<file path="config.mk">
export PLATFORM = sky130hd
export DESIGN_NAME = dts_select
export DESIGN_NICKNAME = d
export VERILOG_FILES = /design/src/rtl/dts_pkg.sv /design/src/rtl/dts_select.sv
export SDC_FILE = /design/constraint.sdc
export NUM_CORES = 1
export LEC_CHECK = 0
export ABC_CLOCK_PERIOD_IN_PS = 3180
export BUFFER_PORTS_ARGS = -buffer_cell sky130_fd_sc_hd__buf_2
export CAP_MARGIN = 20
export CORE_MARGIN = 5
export CORE_UTILIZATION = 45
export DETAILED_ROUTE_END_ITERATION = 8
export PLACE_DENSITY = 0.63
export SYNTH_ARGS = -nofsm -noshare
export SYNTH_HDL_FRONTEND = slang
export SYNTH_SLANG_ARGS = --single-unit
</file>
<file path="constraint.sdc">
create_clock -name clk_sys -period 3.18 [get_ports clk_sys]
set_input_delay 0.636 -clock clk_sys [delete_from_list [all_inputs] [get_ports clk_sys]]
set_output_delay 0.636 -clock clk_sys [all_outputs]
set_load 0.01 [all_outputs]
</file>
<file path="src/rtl/dts_pkg.sv">
// Constants for the DRAM termination selector.
// Assumes a single command clock; mode fields arrive as static ports.
// Notes on behaviour
// - x8: all pins, strobe pin if enabled
// - x16: both byte lanes terminated
// - Self refresh: termination off, pin ignored
// - Nominal field zero: ODT pin ignored
// - Enabled if any field non-zero
// - WRITE gives write termination for window
// - ODT high turns on nominal termination
// - Park applies when nominal is off
// - Priority: disable, write, nominal, park
// - READ window forces high impedance
// - Nominal disabled powers down ODT receiver
// - Read off starts RL-2 or RL-3
// - Off lasts BL/2+2/3, +1 with CRC
// - Nominal on after CWL+AL+PL-2/3
// - Write termination after WL-2
package dts_pkg;
	localparam int DTS_LAT_W = 6;
	localparam int DTS_DLY_DEPTH = 64;
	localparam logic [2:0] DTS_FIELD_OFF = 3'h0;
	localparam logic [5:0] DTS_PRE1_OFS = 6'h02;
	localparam logic [5:0] DTS_PRE2_OFS = 6'h03;
	localparam logic [5:0] DTS_WR_OFS = 6'h02;
	localparam logic [5:0] DTS_WR_EXTRA = 6'h04;
	localparam logic [5:0] DTS_HALF_BC4 = 6'h02;
	localparam logic [5:0] DTS_HALF_BL8 = 6'h04;
	localparam logic [5:0] DTS_WR_TAIL = 6'h01;
	localparam logic [1:0] DTS_SEL_OFF = 2'h0;
	localparam logic [1:0] DTS_SEL_WR = 2'h1;
	localparam logic [1:0] DTS_SEL_NOM = 2'h2;
	localparam logic [1:0] DTS_SEL_PARK = 2'h3;
endpackage

</file>
<file path="src/rtl/dts_select.sv">
// Termination selector: picks off, write, nominal or park each cycle.
// Assumes latencies and mode fields are held stable by mode registers.
`timescale 1ns/10ps
module dts_select (
	input wire logic clk_sys,
	input wire logic reset,
	input wire logic odt_pin,
	input wire logic cmd_write,
	input wire logic cmd_read,
	input wire logic self_refresh,
	input wire logic cfg_x16,
	input wire logic strobe_pin_en,
	input wire logic [2:0] nom_field,
	input wire logic [2:0] wr_field,
	input wire logic [2:0] park_field,
	input wire logic preamble_2,
	input wire logic crc_en,
	input wire logic burst_bc4,
	input wire logic [5:0] read_lat,
	input wire logic [5:0] write_lat,
	input wire logic [5:0] odt_lat,
	output logic [1:0] term_sel,
	output logic [2:0] term_value,
	output logic term_lower_en,
	output logic term_upper_en,
	output logic term_strobe_en,
	output logic odt_rx_en
);
	logic odt_s1_q, odt_s2_q;
	logic [63:0] odt_hist_q, wr_hist_q, rd_hist_q;
	logic [5:0] wr_cnt_q, rd_cnt_q;
	logic nom_en, wr_en, park_en, odt_live;
	logic [5:0] pre_ofs, nom_tap, wr_tap, rd_tap, rd_len, wr_len, half_bl;
	logic nom_on, wr_start, rd_start;
	logic [1:0] sel_d;

	// Safe subtraction of a latency offset, floored at one.
	function automatic logic [5:0] lat_tap(logic [5:0] lat, logic [5:0] ofs);
		lat_tap = (lat > ofs) ? 6'(lat - ofs) : 6'h01;
	endfunction

	assign nom_en = nom_field != dts_pkg::DTS_FIELD_OFF;
	assign wr_en = wr_field != dts_pkg::DTS_FIELD_OFF;
	assign park_en = park_field != dts_pkg::DTS_FIELD_OFF;
	assign odt_live = odt_s2_q & nom_en & ~self_refresh;
	assign pre_ofs = preamble_2 ? dts_pkg::DTS_PRE2_OFS : dts_pkg::DTS_PRE1_OFS;
	assign nom_tap = lat_tap(odt_lat, pre_ofs);
	assign wr_tap = lat_tap(write_lat, dts_pkg::DTS_WR_OFS);
	assign rd_tap = lat_tap(read_lat, pre_ofs);
	assign half_bl = burst_bc4 ? dts_pkg::DTS_HALF_BC4 : dts_pkg::DTS_HALF_BL8;
	assign rd_len = 6'(half_bl + pre_ofs + {5'h00, crc_en});
	assign wr_len = 6'(half_bl + {5'h00, preamble_2} + {5'h00, crc_en}
		+ dts_pkg::DTS_WR_TAIL);
	assign nom_on = odt_hist_q[nom_tap];
	assign wr_start = wr_hist_q[wr_tap] & wr_en;
	assign rd_start = rd_hist_q[rd_tap];

	always_ff @(posedge clk_sys) begin
		if (reset) begin
			odt_s1_q <= 1'b0;
			odt_s2_q <= 1'b0;
		end else begin
			odt_s1_q <= odt_pin;
			odt_s2_q <= odt_s1_q;
		end
	end

	always_ff @(posedge clk_sys) begin
		if (reset) begin
			odt_hist_q <= '0;
			wr_hist_q <= '0;
			rd_hist_q <= '0;
		end else begin
			odt_hist_q <= {odt_hist_q[62:0], odt_live};
			wr_hist_q <= {wr_hist_q[62:0], cmd_write & ~self_refresh};
			rd_hist_q <= {rd_hist_q[62:0], cmd_read & ~self_refresh};
		end
	end

	always_ff @(posedge clk_sys) begin
		if (reset)
			wr_cnt_q <= '0;
		else if (wr_start)
			wr_cnt_q <= wr_len;
		else if (wr_cnt_q != 6'h00)
			wr_cnt_q <= 6'(wr_cnt_q - 6'h01);
	end

	always_ff @(posedge clk_sys) begin
		if (reset)
			rd_cnt_q <= '0;
		else if (rd_start)
			rd_cnt_q <= 6'(rd_len - 6'h01);
		else if (rd_cnt_q != 6'h00)
			rd_cnt_q <= 6'(rd_cnt_q - 6'h01);
	end

	always_comb begin
		if (self_refresh || rd_start || rd_cnt_q != 6'h00)
			sel_d = dts_pkg::DTS_SEL_OFF;
		else if (wr_start || wr_cnt_q != 6'h00)
			sel_d = dts_pkg::DTS_SEL_WR;
		else if (nom_on && nom_en)
			sel_d = dts_pkg::DTS_SEL_NOM;
		else if (park_en)
			sel_d = dts_pkg::DTS_SEL_PARK;
		else
			sel_d = dts_pkg::DTS_SEL_OFF;
	end

	always_ff @(posedge clk_sys) begin
		if (reset) begin
			term_sel <= dts_pkg::DTS_SEL_OFF;
			term_value <= dts_pkg::DTS_FIELD_OFF;
		end else begin
			term_sel <= sel_d;
			unique case (sel_d)
				dts_pkg::DTS_SEL_WR: term_value <= wr_field;
				dts_pkg::DTS_SEL_NOM: term_value <= nom_field;
				dts_pkg::DTS_SEL_PARK: term_value <= park_field;
				dts_pkg::DTS_SEL_OFF: term_value <= dts_pkg::DTS_FIELD_OFF;
			endcase
		end
	end

	always_ff @(posedge clk_sys) begin
		if (reset) begin
			term_lower_en <= 1'b0;
			term_upper_en <= 1'b0;
			term_strobe_en <= 1'b0;
			odt_rx_en <= 1'b0;
		end else begin
			term_lower_en <= sel_d != dts_pkg::DTS_SEL_OFF;
			term_upper_en <= cfg_x16 && sel_d != dts_pkg::DTS_SEL_OFF;
			term_strobe_en <= !cfg_x16 && strobe_pin_en
				&& sel_d != dts_pkg::DTS_SEL_OFF;
			odt_rx_en <= nom_en && !self_refresh;
		end
	end
endmodule

</file>
[After elaboration in Yosys (flattened, before gate mapping)]
Index checks and enable logic that the tools add are counted.
Word-level totals
  flip-flop bits (word level): 215
  input bits: 38
  word-level logic and storage cells: 78
Cells by class
  $add $sub $neg: 11
  magnitude comparators: 6
  equality and inequality tests: 3
  muxes and demuxes: 20
  bitwise gates (word level): 6
  reductions and logical operators: 19
Operator list (number)
  two-way mux 6 bit: 7
  less-than comparator 6 x 7 -> 1 bit (second input constant): 3
  binary-select mux 1 bit (select 6 bit): 3
  greater-than comparator 6 x 2 -> 1 bit: 2
  case mux 3 bit (4 select lines): 1
  nonzero test 6 bit: 2
  subtractor 6 x 1 -> 6 bit (second input constant): 2
  subtractor 6 x 2 -> 6 bit: 2
  adder 4 x 1 -> 5 bit: 2
  nonzero test 3 bit: 3
  two-way mux 2 bit: 4
  adder 5 x 1 -> 6 bit (second input constant): 1
  greater-than comparator 6 x 2 -> 1 bit (second input constant): 1
  nonzero test 2 bit: 3
  subtractor 5 x 1 -> 6 bit (second input constant): 1
  subtractor 6 x 2 -> 6 bit (second input constant): 1
  AND 1 bit: 5
  logical AND 1 bit: 5
  adder 3 x 1 -> 4 bit: 1
  adder 3 x 2 -> 4 bit: 1
  equality test 2 bit (second input constant): 2
  two-way mux 1 bit: 4
  logical OR 1 bit: 3
  two-way mux 3 bit: 1
  other kinds (4): 5

[Logic depth before layout (Yosys ltp)]
  depth after elaboration: 11
  mapped depth: 15
  depth with buffers taken out: 13

[Worst setup path after synthesis]
OpenSTA, ideal clock, no wires.
  path type: input port to flip-flop
  start point: input port read_lat[0]
  end point: register term_strobe_en
  library setup time: 60 ps
  data arrival time: 3349 ps
  slack: -228 ps
  cell stages on the path: 12
  cell sequence: inv_1 > ha_1 > clkbuf_1 > clkbuf_1 > mux2_2 > a22oi_1 > a311oi_1 > nor4_1 > nor3_2 > or4_4 > a31oi_4 > and3b_1
On the way
  word-level cells in the longest chain between the ends: 9
  elaborated cells on any way between the ends: 10
  those cells by class: add/sub (1); order compare (1); mux (4); reduce/logical (4)
Ends and longest elaborated chain
  from (decl): line dts_select.sv:19  | input wire logic [5:0] read_lat,
  subtractor 6 x 2 -> 6 bit or greater-than comparator 6 x 2 -> 1 bit (tied branches): line dts_select.sv:39  | lat_tap = (lat > ofs) ? 6'(lat - ofs) : 6'h01;
  two-way mux 6 bit (*): line dts_select.sv:39
  binary-select mux 1 bit (select 6 bit) (*): line dts_select.sv:56  | assign rd_start = rd_hist_q[rd_tap];
  two-way mux 1 bit (implied by the code) (*): line dts_select.sv:56
  logical OR 1 bit (*) (2 in series): line dts_select.sv:99  | if (self_refresh || rd_start || rd_cnt_q != 6'h00)
  two-way mux 2 bit (*): line dts_select.sv:99
  nonzero test 2 bit (*): line dts_select.sv:136  | && sel_d != dts_pkg::DTS_SEL_OFF;
  logical AND 1 bit (*): line dts_select.sv:136
  to (signal assigned): line dts_select.sv:135  | term_strobe_en <= !cfg_x16 && strobe_pin_en
  to (decl): line dts_select.sv:26  | output logic term_strobe_en,
Every way passes the cells marked *; elsewhere a longest branch is shown, timed or not. The select of a mux whose other input is x is not followed.
A chain may end at the register's enable or synchronous reset.

[Final worst setup path]
  start point: input port preamble_2
  end point: register term_strobe_en
On the way
  word-level cells in the longest chain between the ends: 11
  elaborated cells on any way between the ends: 19
  those cells by class: add/sub (2); order compare (2); mux (10); reduce/logical (5)
Ends and longest elaborated chain
  from (decl): line dts_select.sv:16  | input wire logic preamble_2,
  two-way mux 1 bit (*): line dts_select.sv:46  | assign pre_ofs = preamble_2 ? dts_pkg::DTS_PRE2_OFS : dts_pkg::DTS_PRE1_OFS;
  subtractor 6 x 2 -> 6 bit or greater-than comparator 6 x 2 -> 1 bit (tied branches): line dts_select.sv:39
  two-way mux 6 bit: line dts_select.sv:39
  binary-select mux 1 bit (select 6 bit): line dts_select.sv:54  | assign nom_on = odt_hist_q[nom_tap];
  two-way mux 1 bit (implied by the code): line dts_select.sv:54
  logical AND 1 bit: line dts_select.sv:103  | else if (nom_on && nom_en)
  two-way mux 2 bit: line dts_select.sv:103
  two-way mux 2 bit: line dts_select.sv:101  | else if (wr_start || wr_cnt_q != 6'h00)
  two-way mux 2 bit (*): line dts_select.sv:99
  nonzero test 2 bit (*): line dts_select.sv:136
  logical AND 1 bit (*): line dts_select.sv:136
Marked as above.

==> metrics.txt <==
status=complete, no violations; asr flop ratio synth=0; post-synth cell types=71; share of post-route cells with drive strength above 1=0.260; EDFF count, synth=0; Sequential Area=4300 sq um; clk_skew=0.0113 ns; Max-cap violations=0; post-place setup slack=-0.491 ns; routed wire length=18900 um; Pwr Total=6.57 mW; worst-path cell chain=clkbuf_4 -> ha_4 -> inv_1 -> ha_4 -> a21boi_4 -> o32ai_4 -> a2111oi_0 -> o311ai_0 -> o22ai_1 -> nor3_2 -> or4_4 -> a31oi_4 -> and3b_1; Top cell by count, worst path=ha_4; Mapped Area=8720 sq um; initial antenna violation count=0; Ant. Diodes=0; NumNets Final=1001; cell family with most CP delay=compound AO/OA/AOI/OAI gates; Worst-Skew Late Latency=0.50 ns; Non-Filler Instances=1234; Worst Path Required=3.62 ns; number of global-route vias before repair=6282; DR WL/cell=15.3 um; Seq cells post-synth=215; critical path launch point type=input port; Root Buffer=clkbuf_16; placed wire-length estimate=13300 um; register area share after synthesis=0.494; H-tree levels=1; crit path kind=in -> reg; Switching Share=0.251; FP Rows=51; Hold Violations, Final=0; warnings from Yosys=0; worst vdd ir=0.389 mV; Layout fillers=1722; Mean Syn Cell Area=10.3 sq um; clock tree sinks=215; first-pass GRT wire length=31400 um; DRC viols=0; power per standard cell area=612 nW/um^2; starting DRC count in detailed routing=295; setup violators final=0; Comb power frac=0.161; Num CTS Buffers=23; initial cell density of the core=0.452; Routed Antenna Nets=0; CTS tree=built; Synth Instances=843; Core Region=19300 sq um; Die X=149 um; CP max stage delay=0.57 ns; Crit. End Element=register; Crit Path Max Fanout=6; Area Overhead vs Synth=23.0%; Slowest-stage cell, CP=or4_4; total global routing overflow=0; Max Freq=331 MHz; vias after detailed routing=6269; Tightest Pin Transition=0.555 ns; Pins Over Slew Limit=0; clock-pin slew on the worst setup and hold paths=0.06 ns; Global Route Usage Sum=0.170; worst hold path class=in -> reg; port bufs=46; largest net degree at the start of global routing=76; DP Cell Count=1193; die area=22300 sq um; period utilisation layout=0.951; DR pass1 iterations=6; CTS Hold Bufs=0; routability cong.=0.848; shortest period the worst path allows=3.02 ns; Leak=4.33 nW; P_int=4.92 mW; Reg power frac=0.427; Top FF cell, synth=dfxtp_1; clock group share of total power=0.411; Final Util=0.556; Top-Level Pins=47; PnR worst setup slack=0.155 ns; Max Root-Sink Buffers=3; via/cell ratio=5.08; multi-input logic area=4310 sq um; Critical Path AT=3.47 ns; Buf/Inv on CP=2; syn_nets=890; NetSw=1.65 mW; TNS Setup=0 ns; Max-Slew Margin vs Limit=0.627; Die H=149 um
[path summary, 6_finish.rpt]
path	start	to	slack, ns	cells after the start
setup reg to reg	rd_hist_q[51]$_SDFF_PP0_	term_strobe_en$_SDFF_PP0_	0.80	8
hold / removal	odt_pin	odt_s1_q$_SDFF_PP0_	0.34	2
setup / recovery	preamble_2	term_strobe_en$_SDFF_PP0_	0.16	13
hold reg to reg	odt_s1_q$_SDFF_PP0_	odt_s2_q$_SDFF_PP0_	0.44	1
[power by group through the flow]
stage	logic [mW]	registers [mW]	clock network, mW
2_1_floorplan	0.723	2.85	0
3_3_place_gp	1.03	2.86	0
3_5_place_dp	1.04	2.87	0
4_1_cts	1.04	2.81	2.78
5_1_grt	1.17	2.81	2.90
6_report	1.06	2.81	2.70
[synth_stat cells, types with 3 or more instances]
master     instances  area share
o2bb2ai_1          6      0.0060
nor3_1            21       0.012
a21oi_1           31       0.018
xnor2_1            7      0.0070
o21ai_0           12      0.0069
o21a_1             3      0.0026
buf_2             12      0.0069
a21o_1             5      0.0043
a311oi_1           5      0.0050
nand4_1            5      0.0036
o311ai_0           4      0.0040
dfxtp_1          215        0.49
a221oi_1          11       0.011
nor3b_1            3      0.0026
mux4_2             9       0.023
nand4b_1           3      0.0030
nand2b_1           3      0.0022
nor2b_1          199        0.14
nor2_1            31       0.013
or3_1              9      0.0065
inv_1             21      0.0090
a222oi_1           6      0.0069
nand2_1           18      0.0078
a211o_1            4      0.0040
clkbuf_1          33       0.014
nor4_1             7      0.0050
buf_1              3      0.0013
mux2_2            36       0.047
o22ai_1            6      0.0043
a211oi_1          20       0.017
mux2i_1           26       0.030
a2111oi_0          4      0.0040
nand3_1            4      0.0023
ha_1               9       0.013
a22oi_1            4      0.0034
[sequential cells by signal (all words and copies together) (netlist names)]
signal,flops
term_upper_en,1
odt_rx_en,1
odt_s1_q,1
term_lower_en,1
wr_hist_q,64
rd_cnt_q,6
odt_hist_q,64
term_sel,2
rd_hist_q,64
term_value,3
wr_cnt_q,6
term_strobe_en,1
odt_s2_q,1
[what timing repair did]
item / CTS / global route
endpoints found under the setup margin: 0 / 11
gates resized for setup: 0 / 14
setup buffers: 0 / 1
[final cells by class]
class,count,area share
repair buffers,134,0.0862
clock inverters,8,0.0113
multi-input cells,559,0.402
clock buffers,32,0.0606
well taps,265,0.0309
flip-flops and latches,215,0.401
inverters,21,0.00735
[layout by cell type, fill, tap and decap left out, types with 12 or more instances in the layout]
cell | synthesis | routed
nand2_1 | 18 | 18
mux2i_1 | 26 | 26
buf_2 | 12 | 44
a21oi_1 | 31 | 31
nor3_1 | 21 | 21
inv_1 | 21 | 21
clkbuf_16 | 0 | 23
a211oi_1 | 20 | 19
mux2_2 | 36 | 35
nor2_1 | 31 | 28
nor2b_1 | 199 | 199
dfxtp_1 | 215 | 215
o21ai_0 | 12 | 12
buf_4 | 0 | 86
[stage by stage]
step | hold slack [ns] | cell area [sq um]
floorplan | 0.406 | 8870
global placement | 0.418 | 9880
detailed placement | 0.428 | 9880
CTS | 0.324 | 10600
global route | 0.348 | 10700
finish | 0.342 | 10700
[logic make-up after synthesis]
logic type / after synthesis / synth area share
xor gates and xnor gates: 9 / 0.00904
AOI/OAI and AO/OA: 145 / 0.128
DFF: 215 / 0.494
adders and majority gates: 9 / 0.0129
and+or+nand+nor: 325 / 0.225
buffers and inverters: 69 / 0.0314
muxes: 71 / 0.0996
[per-layer routing]
metal	share of wire	up-vias	GRT usage
li1	-	3196	-
met1	0.50	2961	0.248
met2	0.44	77	0.262
met3	0.031	35	0.0264
met4	0.027	0	0.0526
met5	0	-	0
Note: power is estimated with default switching activity, not from simulation.
